[src/logic/tm16_pkg.sv]
// Purpose: constants for the 16-bit timer with byte-wide register access
// Assumes: Avalon-MM slave, 32-bit data, byte addresses, one word per register
// Notes:   8-bit register data sits in bits 7:0, upper bits read zero
package tm16_pkg;
    // register byte offsets
    localparam logic [5:0] TM16_OFS_CONTROL_A  = 6'h00;
    localparam logic [5:0] TM16_OFS_CONTROL_B  = 6'h04;
    localparam logic [5:0] TM16_OFS_COUNT_LO   = 6'h08;
    localparam logic [5:0] TM16_OFS_COUNT_HI   = 6'h0c;
    localparam logic [5:0] TM16_OFS_CMP_A_LO   = 6'h10;
    localparam logic [5:0] TM16_OFS_CMP_A_HI   = 6'h14;
    localparam logic [5:0] TM16_OFS_CMP_B_LO   = 6'h18;
    localparam logic [5:0] TM16_OFS_CMP_B_HI   = 6'h1c;
    localparam logic [5:0] TM16_OFS_CAPTURE_LO = 6'h20;
    localparam logic [5:0] TM16_OFS_CAPTURE_HI = 6'h24;
    localparam logic [5:0] TM16_OFS_INT_FLAGS  = 6'h28;
    localparam logic [5:0] TM16_OFS_INT_MASK   = 6'h2c;
    localparam logic [5:0] TM16_OFS_POWER      = 6'h30;

    // control_a fields
    localparam int TM16_CA_WGM_LO  = 0;
    localparam int TM16_CA_OUT_B   = 4;
    localparam int TM16_CA_OUT_A   = 6;
    // control_b fields
    localparam int TM16_CB_CLKSEL  = 0;
    localparam int TM16_CB_WGM_HI  = 3;
    localparam int TM16_CB_CAP_SRC = 5;
    localparam int TM16_CB_CAP_EDG = 6;
    localparam int TM16_CB_FILTER  = 7;
    // flag and mask bit positions
    localparam int TM16_FLG_OVF    = 0;
    localparam int TM16_FLG_MATCH_A = 1;
    localparam int TM16_FLG_MATCH_B = 2;
    localparam int TM16_FLG_CAPTURE = 3;

    // reset values
    localparam logic [7:0]  TM16_CTRL_RST  = 8'h00;
    localparam logic [3:0]  TM16_FLAGS_RST = 4'h0;
    localparam logic [15:0] TM16_WORD_RST  = 16'h0000;
    localparam logic        TM16_POWER_RST = 1'b0;

    // counter landmarks
    localparam logic [15:0] TM16_BOTTOM    = 16'h0000;
    localparam logic [15:0] TM16_MAX       = 16'hffff;
    localparam logic [15:0] TM16_TOP_8BIT  = 16'h00ff;
    localparam logic [15:0] TM16_TOP_9BIT  = 16'h01ff;
    localparam logic [15:0] TM16_TOP_10BIT = 16'h03ff;

    // waveform mode codes that change behaviour
    localparam logic [3:0] TM16_WGM_FIX8     = 4'h1;
    localparam logic [3:0] TM16_WGM_FIX9     = 4'h2;
    localparam logic [3:0] TM16_WGM_FIX10    = 4'h3;
    localparam logic [3:0] TM16_WGM_CTC_A    = 4'h4;
    localparam logic [3:0] TM16_WGM_PWM8     = 4'h5;
    localparam logic [3:0] TM16_WGM_PWM9     = 4'h6;
    localparam logic [3:0] TM16_WGM_PWM10    = 4'h7;
    localparam logic [3:0] TM16_WGM_CTC_CAP  = 4'hc;
    localparam logic [3:0] TM16_WGM_PWM_CAP  = 4'he;
    localparam logic [3:0] TM16_WGM_PWM_A    = 4'hf;

    // clock select codes
    localparam logic [2:0] TM16_CS_STOP    = 3'h0;
    localparam logic [2:0] TM16_CS_DIV1    = 3'h1;
    localparam logic [2:0] TM16_CS_DIV8    = 3'h2;
    localparam logic [2:0] TM16_CS_DIV64   = 3'h3;
    localparam logic [2:0] TM16_CS_DIV256  = 3'h4;
    localparam logic [2:0] TM16_CS_DIV1024 = 3'h5;
    localparam logic [2:0] TM16_CS_EXT_FALL = 3'h6;
    localparam logic [2:0] TM16_CS_EXT_RISE = 3'h7;
    localparam logic [9:0] TM16_PRE8_MASK    = 10'h007;
    localparam logic [9:0] TM16_PRE64_MASK   = 10'h03f;
    localparam logic [9:0] TM16_PRE256_MASK  = 10'h0ff;
    localparam logic [9:0] TM16_PRE1024_MASK = 10'h3ff;

    // output action codes
    localparam logic [1:0] TM16_OUT_TOGGLE = 2'h1;
    localparam logic [1:0] TM16_OUT_CLEAR  = 2'h2;
    localparam logic [1:0] TM16_OUT_SET    = 2'h3;
endpackage : tm16_pkg

[src/logic/tm16_capture_filter.sv]
// Purpose: optional noise canceller for the capture event input
// Assumes: input already synchronous to mclk
// Notes:   when enabled the output follows only after TAPS equal samples
`timescale 1ns/1ps
module tm16_capture_filter #(
    parameter int TAPS = 4
) (
    // clock and reset
    input  wire logic mclk,
    input  wire logic rst,
    // event path
    input  wire logic din,
    input  wire logic enable,
    output logic      dout
);
    typedef struct packed {
        logic [TAPS-1:0] hist;
        logic            level;
    } tm16_filt_state_t;

    tm16_filt_state_t s_q;
    tm16_filt_state_t s_d;

    always_comb begin
        s_d      = s_q;
        s_d.hist = {s_q.hist[TAPS-2:0], din};
        if (!enable) begin
            s_d.level = din;
        end else if (&s_d.hist) begin
            s_d.level = 1'b1;
        end else if (~|s_d.hist) begin
            s_d.level = 1'b0;
        end
    end

    always_ff @(posedge mclk or posedge rst) begin
        if (rst) begin
            s_q <= '0;
        end else begin
            s_q <= s_d;
        end
    end

    assign dout = s_q.level;
endmodule // tm16_capture_filter

[src/logic/tm16_timer.sv]
// Purpose: 16-bit timer/counter with shared high-byte staging register
// Assumes: all inputs synchronous to mclk; master follows Avalon-MM rules
// Notes:   up-counting modes only; waitrequest holds every access one cycle
//
// Design decisions made here: register access over Avalon-MM and the register addresses.
`timescale 1ns/1ps
module tm16_timer #(
    parameter int FILTER_TAPS = 4
) (
    // clock and reset
    input  wire logic        mclk,
    input  wire logic        rst,
    // avalon-mm slave
    input  wire logic [5:0]  avs_address,
    input  wire logic        avs_read,
    input  wire logic        avs_write,
    input  wire logic [31:0] avs_writedata,
    output logic [31:0]      avs_readdata,
    output logic             avs_waitrequest,
    // timer pins
    input  wire logic        external_clock_pin,
    input  wire logic        capture_input_pin,
    input  wire logic        analog_cmp_in,
    output logic             compare_a_output,
    output logic             compare_b_output,
    // status towards the interrupt controller
    output logic [3:0]       irq_req,
    output logic             at_bottom,
    output logic             at_max
);
    import tm16_pkg::*;
    typedef struct packed {
        logic [7:0]  control_a;
        logic [7:0]  control_b;
        logic [7:0]  temp;
        logic [3:0]  flags;
        logic [3:0]  mask;
        logic        power_off;
        logic [15:0] count;
        logic [15:0] cmp_a_buf;
        logic [15:0] cmp_a;
        logic [15:0] cmp_b_buf;
        logic [15:0] cmp_b;
        logic [15:0] capture;
        logic [9:0]  presc;
        logic        ext_prev;
        logic        cap_prev;
        logic        ack;
        logic [7:0]  rdata;
        logic        out_a;
        logic        out_b;
    } tm16_state_t;

    tm16_state_t s_q;
    tm16_state_t s_d;

    logic        cap_filtered;
    logic        cap_src;
    logic [3:0]  wgm;
    logic [2:0]  clk_sel;
    logic [1:0]  mode_a;
    logic [1:0]  mode_b;
    logic [15:0] top;
    logic        pwm;
    logic        top_is_a;
    logic        top_is_cap;
    logic        ctc;
    logic        tick;
    logic        at_top;
    logic        match_a;
    logic        match_b;
    logic        cap_event;
    logic [3:0]  flag_set;
    logic [3:0]  flag_clr;
    logic        rd_take;
    logic        wr_take;
    logic [7:0]  wdat;

    assign wgm     = {s_q.control_b[TM16_CB_WGM_HI +: 2], s_q.control_a[TM16_CA_WGM_LO +: 2]};
    assign clk_sel = s_q.control_b[TM16_CB_CLKSEL +: 3];
    assign mode_a  = s_q.control_a[TM16_CA_OUT_A +: 2];
    assign mode_b  = s_q.control_a[TM16_CA_OUT_B +: 2];
    assign cap_src = s_q.control_b[TM16_CB_CAP_SRC] ? analog_cmp_in : capture_input_pin;
    assign wdat    = avs_writedata[7:0];
    assign rd_take = avs_read && !s_q.ack;
    assign wr_take = avs_write && s_q.ack;

    tm16_capture_filter #(
        .TAPS (FILTER_TAPS)
    ) u_filter (
        .mclk   (mclk),
        .rst    (rst),
        .din    (cap_src),
        .enable (s_q.control_b[TM16_CB_FILTER]),
        .dout   (cap_filtered)
    );

    always_comb begin
        top        = TM16_MAX;
        pwm        = 1'b0;
        top_is_a   = 1'b0;
        top_is_cap = 1'b0;
        ctc        = 1'b0;
        case (wgm)
            TM16_WGM_FIX8:    top = TM16_TOP_8BIT;
            TM16_WGM_FIX9:    top = TM16_TOP_9BIT;
            TM16_WGM_FIX10:   top = TM16_TOP_10BIT;
            TM16_WGM_PWM8: begin
                top = TM16_TOP_8BIT;
                pwm = 1'b1;
            end
            TM16_WGM_PWM9: begin
                top = TM16_TOP_9BIT;
                pwm = 1'b1;
            end
            TM16_WGM_PWM10: begin
                top = TM16_TOP_10BIT;
                pwm = 1'b1;
            end
            TM16_WGM_CTC_A: begin
                top      = s_q.cmp_a;
                top_is_a = 1'b1;
                ctc      = 1'b1;
            end
            TM16_WGM_PWM_A: begin
                top      = s_q.cmp_a;
                top_is_a = 1'b1;
                pwm      = 1'b1;
            end
            TM16_WGM_CTC_CAP: begin
                top        = s_q.capture;
                top_is_cap = 1'b1;
                ctc        = 1'b1;
            end
            TM16_WGM_PWM_CAP: begin
                top        = s_q.capture;
                top_is_cap = 1'b1;
                pwm        = 1'b1;
            end
            default: top = TM16_MAX;
        endcase
    end

    // power-off and clock select gate the tick
    always_comb begin
        case (clk_sel)
            TM16_CS_DIV1:     tick = 1'b1;
            TM16_CS_DIV8:     tick = (s_q.presc & TM16_PRE8_MASK) == TM16_PRE8_MASK;
            TM16_CS_DIV64:    tick = (s_q.presc & TM16_PRE64_MASK) == TM16_PRE64_MASK;
            TM16_CS_DIV256:   tick = (s_q.presc & TM16_PRE256_MASK) == TM16_PRE256_MASK;
            TM16_CS_DIV1024:  tick = s_q.presc == TM16_PRE1024_MASK;
            TM16_CS_EXT_FALL: tick = s_q.ext_prev && !external_clock_pin;
            TM16_CS_EXT_RISE: tick = !s_q.ext_prev && external_clock_pin;
            default:          tick = 1'b0;
        endcase
        tick = tick && !s_q.power_off;
    end

    assign at_top  = s_q.count == top;
    assign match_a = tick && (s_q.count == s_q.cmp_a);
    assign match_b = tick && (s_q.count == s_q.cmp_b);
    assign cap_event = !s_q.power_off && (s_q.control_b[TM16_CB_CAP_EDG]
                       ? (!s_q.cap_prev && cap_filtered) : (s_q.cap_prev && !cap_filtered));

    always_comb begin
        s_d          = s_q;
        s_d.ack      = (avs_read || avs_write) && !s_q.ack;
        s_d.ext_prev = external_clock_pin;
        s_d.cap_prev = cap_filtered;
        s_d.presc    = s_q.power_off ? 10'h000 : s_q.presc + 10'h001;
        flag_set     = 4'h0;
        flag_clr     = 4'h0;

        if (tick) begin
            s_d.count = at_top ? TM16_BOTTOM : s_q.count + 16'h0001;
            // overflow at max in ctc, else at top
            if (ctc ? (s_q.count == TM16_MAX) : at_top) begin
                flag_set[TM16_FLG_OVF] = 1'b1;
            end
            // pwm compare values load at top only
            if (pwm && at_top) begin
                s_d.cmp_a = s_q.cmp_a_buf;
                s_d.cmp_b = s_q.cmp_b_buf;
            end
        end

        flag_set[TM16_FLG_MATCH_A] = match_a;
        flag_set[TM16_FLG_MATCH_B] = match_b;

        // output waveforms
        if (pwm) begin
            if (match_b) begin
                s_d.out_b = mode_b == TM16_OUT_SET;
            end else if (tick && at_top) begin
                s_d.out_b = mode_b == TM16_OUT_CLEAR;
            end
            // compare A as top drives no pwm output
            if (top_is_a) begin
                s_d.out_a = 1'b0;
            end else if (match_a) begin
                s_d.out_a = mode_a == TM16_OUT_SET;
            end else if (tick && at_top) begin
                s_d.out_a = mode_a == TM16_OUT_CLEAR;
            end
        end else begin
            if (match_a) begin
                case (mode_a)
                    TM16_OUT_TOGGLE: s_d.out_a = !s_q.out_a;
                    TM16_OUT_CLEAR:  s_d.out_a = 1'b0;
                    TM16_OUT_SET:    s_d.out_a = 1'b1;
                    default:         s_d.out_a = s_q.out_a;
                endcase
            end
            if (match_b) begin
                case (mode_b)
                    TM16_OUT_TOGGLE: s_d.out_b = !s_q.out_b;
                    TM16_OUT_CLEAR:  s_d.out_b = 1'b0;
                    TM16_OUT_SET:    s_d.out_b = 1'b1;
                    default:         s_d.out_b = s_q.out_b;
                endcase
            end
        end

        // capture copies count unless capture is top
        if (cap_event && !top_is_cap) begin
            s_d.capture                = s_q.count;
            flag_set[TM16_FLG_CAPTURE] = 1'b1;
        end

        // read side effects, data registered for the answer cycle
        if (rd_take) begin
            case (avs_address)
                TM16_OFS_CONTROL_A:  s_d.rdata = s_q.control_a;
                TM16_OFS_CONTROL_B:  s_d.rdata = s_q.control_b;
                TM16_OFS_COUNT_LO: begin
                    s_d.rdata = s_q.count[7:0];
                    s_d.temp  = s_q.count[15:8];
                end
                TM16_OFS_CAPTURE_LO: begin
                    s_d.rdata = s_q.capture[7:0];
                    s_d.temp  = s_q.capture[15:8];
                end
                TM16_OFS_COUNT_HI:   s_d.rdata = s_q.temp;
                TM16_OFS_CAPTURE_HI: s_d.rdata = s_q.temp;
                TM16_OFS_CMP_A_LO:   s_d.rdata = s_q.cmp_a_buf[7:0];
                TM16_OFS_CMP_A_HI:   s_d.rdata = s_q.cmp_a_buf[15:8];
                TM16_OFS_CMP_B_LO:   s_d.rdata = s_q.cmp_b_buf[7:0];
                TM16_OFS_CMP_B_HI:   s_d.rdata = s_q.cmp_b_buf[15:8];
                TM16_OFS_INT_FLAGS:  s_d.rdata = {4'h0, s_q.flags};
                TM16_OFS_INT_MASK:   s_d.rdata = {4'h0, s_q.mask};
                TM16_OFS_POWER:      s_d.rdata = {7'h00, s_q.power_off};
                default:             s_d.rdata = 8'h00;
            endcase
        end

        if (wr_take) begin
            case (avs_address)
                TM16_OFS_CONTROL_A:  s_d.control_a = wdat;
                TM16_OFS_CONTROL_B:  s_d.control_b = wdat;
                // high writes go to staging only
                TM16_OFS_COUNT_HI,
                TM16_OFS_CMP_A_HI,
                TM16_OFS_CMP_B_HI,
                TM16_OFS_CAPTURE_HI: s_d.temp = wdat;
                TM16_OFS_COUNT_LO:   s_d.count = {s_q.temp, wdat};
                TM16_OFS_CMP_A_LO: begin
                    s_d.cmp_a_buf = {s_q.temp, wdat};
                    if (!pwm) begin
                        s_d.cmp_a = {s_q.temp, wdat};
                    end
                end
                TM16_OFS_CMP_B_LO: begin
                    s_d.cmp_b_buf = {s_q.temp, wdat};
                    if (!pwm) begin
                        s_d.cmp_b = {s_q.temp, wdat};
                    end
                end
                TM16_OFS_CAPTURE_LO: s_d.capture = {s_q.temp, wdat};
                TM16_OFS_INT_FLAGS:  flag_clr = wdat[3:0];
                TM16_OFS_INT_MASK:   s_d.mask = wdat[3:0];
                TM16_OFS_POWER:      s_d.power_off = wdat[0];
                default:             s_d.rdata = s_q.rdata;
            endcase
        end

        // set wins over a write-one clear
        s_d.flags = (s_q.flags & ~flag_clr) | flag_set;
    end

    always_ff @(posedge mclk or posedge rst) begin
        if (rst) begin
            s_q           <= '0;
            s_q.control_a <= TM16_CTRL_RST;
            s_q.control_b <= TM16_CTRL_RST;
            s_q.flags     <= TM16_FLAGS_RST;
            s_q.mask      <= TM16_FLAGS_RST;
            s_q.power_off <= TM16_POWER_RST;
            s_q.count     <= TM16_WORD_RST;
        end else begin
            s_q <= s_d;
        end
    end

    assign avs_waitrequest  = (avs_read || avs_write) && !s_q.ack;
    assign avs_readdata     = {24'h000000, s_q.rdata};
    assign compare_a_output = s_q.out_a;
    assign compare_b_output = s_q.out_b;
    assign irq_req          = s_q.flags & s_q.mask;
    assign at_bottom        = s_q.count == TM16_BOTTOM;
    assign at_max           = s_q.count == TM16_MAX;
endmodule // tm16_timer

[config.mk]
export PLATFORM = sky130hd
export DESIGN_NAME = tm16_timer
export DESIGN_NICKNAME = d
export VERILOG_FILES = /design/src/logic/tm16_pkg.sv /design/src/logic/tm16_capture_filter.sv /design/src/logic/tm16_timer.sv
export SDC_FILE = /design/constraint.sdc
export NUM_CORES = 1
export LEC_CHECK = 0
export ABC_AREA = 1
export BUFFER_PORTS_ARGS = -buffer_cell sky130_fd_sc_hd__clkbuf_2
export CORE_MARGIN = 1.5
export CORE_UTILIZATION = 35
export CTS_CLUSTER_DIAMETER = 80
export DETAILED_ROUTE_END_ITERATION = 10
export GPL_ROUTABILITY_DRIVEN = 0
export PLACE_DENSITY = 0.54
export SKIP_CTS_REPAIR_TIMING = 1
export SYNTH_ARGS = -nofsm -noshare
export SYNTH_HDL_FRONTEND = slang
export SYNTH_SLANG_ARGS = --single-unit
[constraint.sdc]
create_clock -name mclk -period 5.1 [get_ports mclk]
set_input_delay 0.51 -clock mclk [delete_from_list [all_inputs] [get_ports mclk]]
set_output_delay 0.51 -clock mclk [all_outputs]
set_load 0.01 [all_outputs]
==> results.json <==
{
  "root_buffer": "clkbuf_16",
  "n_antenna_cell": 0,
  "synth_top_family_by_area": "simple AND/OR/NAND/NOR gates",
  "cts_buffer_depth": 2,
  "fmax_mhz": 279,
  "dp_hpwl_um": 23300,
  "yosys.area_share.simple_pct": 29.6,
  "skew_ns": 0.0128,
  "crit_path_frequent_cell": "nand2_1",
  "cts_max_level": 4,
  "reg2reg_from": "s_q[13]$_DFF_PP0_",
  "crit_type": "reg -> reg",
  "grt_pass1_vias": 8134,
  "cp.arrival_ns": 3.96,
  "yosys_warnings": 0,
  "p_sw_share_pct": 40.2,
  "p_per_area_nw_per_um2": 403,
  "path_delay_family": "simple AND/OR/NAND/NOR gates",
  "numClockSinks": 156,
  "share_seq_of_total_power_pct": 43.4,
  "start_util_pct": 35.7,
  "die_height_um": 166,
  "synth_compound_area_share_pct": 12.9,
  "slew_headroom_pct": 32.3,
  "synth_area_um2": 9340,
  "dp_worst_setup_slack_ns": 1.60,
  "io_buffer_count": 37,
  "antenna_found_initial": 0,
  "synthCells": 1273,
  "clk_pin_slew_ns": 0.08,
  "worstPathRequired_ns": 5.48,
  "routed_wirelength_um": 33000,
  "layout_setup_ws_ns": 1.52,
  "grt_max_degree": 64,
  "synth_xor_area_share_pct": 2.91,
  "die_w_um": 166,
  "drt_iter0_drc": 1008,
  "finalCritPeriodShare_pct": 70.2,
  "vias_per_cell": 5.43,
  "slowest_delay_ns": 0.70,
  "cp_max_fo": 12,
  "layout.nets": 1334,
  "drc": 6,
  "critPathLaunchType": "flip-flop",
  "p_int_w": 0.00246,
  "cts_buffers": 17,
  "firstDrtPassIters": 11,
  "muxShareOfSynthArea_pct": 0.121,
  "dp_cells": 1597,
  "fp-row-count": 59,
  "synth_edf_count": 0,
  "vias": 8849,
  "ys_seq_area_share_pct": 41.8,
  "p_switching_w": 0.00166,
  "holdCritPathClass": "in -> async",
  "ys.flop_type": "dfrtp_1",
  "max_cap_viol_count": 0,
  "synth-seq-cells": 156,
  "fin_cells": 1629,
  "syn_area_per_cell_um2": 7.34,
  "period_minus_slack_ns": 3.58,
  "status": "complete, but fails checks",
  "grtUsageTotal_pct": 24.3,
  "hold_viol_final": 0,
  "crit_chain": "ha_1, nand3_1, nor2_1, nand2_1, nor2_1, nand2_1, o21ai_0, nand2_1, inv_1, nand3_1, nand2_1, nand2_1, o21ai_0, nand4_1, nand2_1",
  "crit_slowest_cell": "inv_1",
  "clkPwrFrac_pct": 31.8,
  "core_area_um2": 26100,
  "grt_first_pass_wirelength_um": 50200,
  "setup_viol": 0,
  "async_flop_share_pct": 100,
  "grt_setup_unrepaired": "false",
  "tritoncts": "done",
  "die-area_um2": 27700,
  "layout_common_cells": "nand2_1, dfrtp_1, inv_1",
  "slew_viol_final": 0,
  "comb_power_share_pct": 24.8,
  "worstSetupStartpoint": "s_q[13]$_DFF_PP0_",
  "power_leakage_nw": 5.00,
  "post_drt_wl_per_cell_um": 20.3,
  "overflow": 0,
  "clk_latency_ns": 0.45,
  "drive_gt1_share_pct": 8.50,
  "ir_drop_v": 0.000254,
  "cp-end-kind": "flip-flop",
  "ios": 86,
  "cp_num_buf_inv": 1,
  "synthAdderAreaFrac_pct": 1.07,
  "postRouteAntennaNets": 0,
  "worst_pin_slew_ns": 1.01,
  "ys_types": 42,
  "area_growth_pct": 9.42,
  "fin_tns_setup_ns": 0,
  "violations": "design-rule violations",
  "final_common_cell": "nand2_1"
}
[stage by stage]
step	utilization, %	instance area [um^2]	hold WS [ns]	total power (W)
6_report	39.1	10200	0.115	0.00412
2_1_floorplan	-	9420	0.374	0.00243
3_5_place_dp	36.8	9630	0.399	0.00281
5_1_grt	39.1	10200	0.161	0.00433
3_3_place_gp	36.8	9630	0.385	0.00280
4_1_cts	39.1	10200	0.142	0.00412
[worst reg2reg max path, stage by stage (launching register included)]
cell     delay, ns
dfrtp_1       0.38
ha_1          0.18
nand3_1       0.11
nor2_1        0.15
nand2_1       0.09
nor2_1        0.13
nand2_1       0.11
o21ai_0       0.16
nand2_1       0.37
inv_1         0.71
nand3_1       0.55
nand2_1       0.18
nand2_1       0.07
o21ai_0       0.18
nand4_1       0.10
nand2_1       0.07
[final timing paths]
path	to	depth (start not counted)	slack [ns]
hold reg to reg	u_filter.s_d[4]$_DFF_PP0_	0	0.41
setup reg to reg	compare_b_output$_DFFE_PP0P_	15	1.52
hold / removal	s_q[17]$_DFF_PP0_	2	0.11
min in group mclk	s_q[12]$_DFF_PP0_	1	0.19
max in group asynchronous	s_q[104]$_DFF_PP0_	3	3.87
setup / recovery	compare_b_output$_DFFE_PP0P_	15	1.52
[layer usage]
layer / vias up / global-route usage [%] / part of all wire, %
met4: 0 / 9.80 / 3.5
li1: 4155 / - / -
met3: 60 / 4.93 / 8.4
met2: 378 / 36.8 / 44
met5: - / 0 / 0
met1: 4256 / 33.8 / 44
[synthesized netlist by cell type (all sizes together), types with 2 or more instances]
| library cell | number | area [um^2] |
|---|---|---|
| nor2 | 86 | 379 |
| a22oi | 3 | 22.5 |
| o211ai | 4 | 30.0 |
| clkinv | 3 | 11.3 |
| o2111ai | 7 | 61.3 |
| or2 | 3 | 18.8 |
| clkbuf | 33 | 124 |
| inv | 150 | 563 |
| ha | 8 | 100 |
| o21ai | 136 | 684 |
| nor3 | 13 | 65.1 |
| nor4 | 5 | 31.3 |
| a21oi | 17 | 85.1 |
| o31ai | 2 | 15.0 |
| o22ai | 24 | 150 |
| a221oi | 14 | 123 |
| nand3 | 86 | 453 |
| nand2 | 372 | 1420 |
| nand4 | 62 | 388 |
| dfrtp | 156 | 3900 |
| xor2 | 12 | 105 |
| buf | 51 | 382 |
| xnor2 | 19 | 166 |
[flip-flops by register name (all words and copies together), names as in the netlist]
register / count
u_filter.dout: 1
clk_sel: 3
mode_a: 2
compare_a_output: 1
mode_b: 2
u_filter.s_d: 3
s_q: 135
compare_b_output: 1
avs_readdata: 8
[final cells by class]
| class | count | area, um^2 |
|---|---|---|
| clock buffer | 17 | 425 |
| multi-input combinational | 903 | 4440 |
| fill | 2768 | 15900 |
| sequential | 156 | 3900 |
| tap | 335 | 419 |
| inverter | 153 | 579 |
| timing repair buffer | 50 | 283 |
| clock inverter | 15 | 166 |
[logic make-up (layout without fill, tap and decap cells)]
kind of cell | Yosys count | in the layout
buffers and inverters | 237 | 235
AOI/OAI and AO/OA | 211 | 211
and+or+nand+nor | 628 | 628
muxes | 1 | 1
other | 1 | 24
xor gates and xnor gates | 31 | 31
DFF | 156 | 156
adders and majority gates | 8 | 8
[power by group through the flow]
stage | clock network [W] | registers (W) | logic, W
4_1_cts | 0.00133 | 0.00177 | 0.00102
6_report | 0.00131 | 0.00179 | 0.00102
5_1_grt | 0.00138 | 0.00181 | 0.00114
3_3_place_gp | 0 | 0.00180 | 0.000999
2_1_floorplan | 0 | 0.00163 | 0.000804
3_5_place_dp | 0 | 0.00180 | 0.00101
Note: power is estimated with default switching activity, not from simulation.
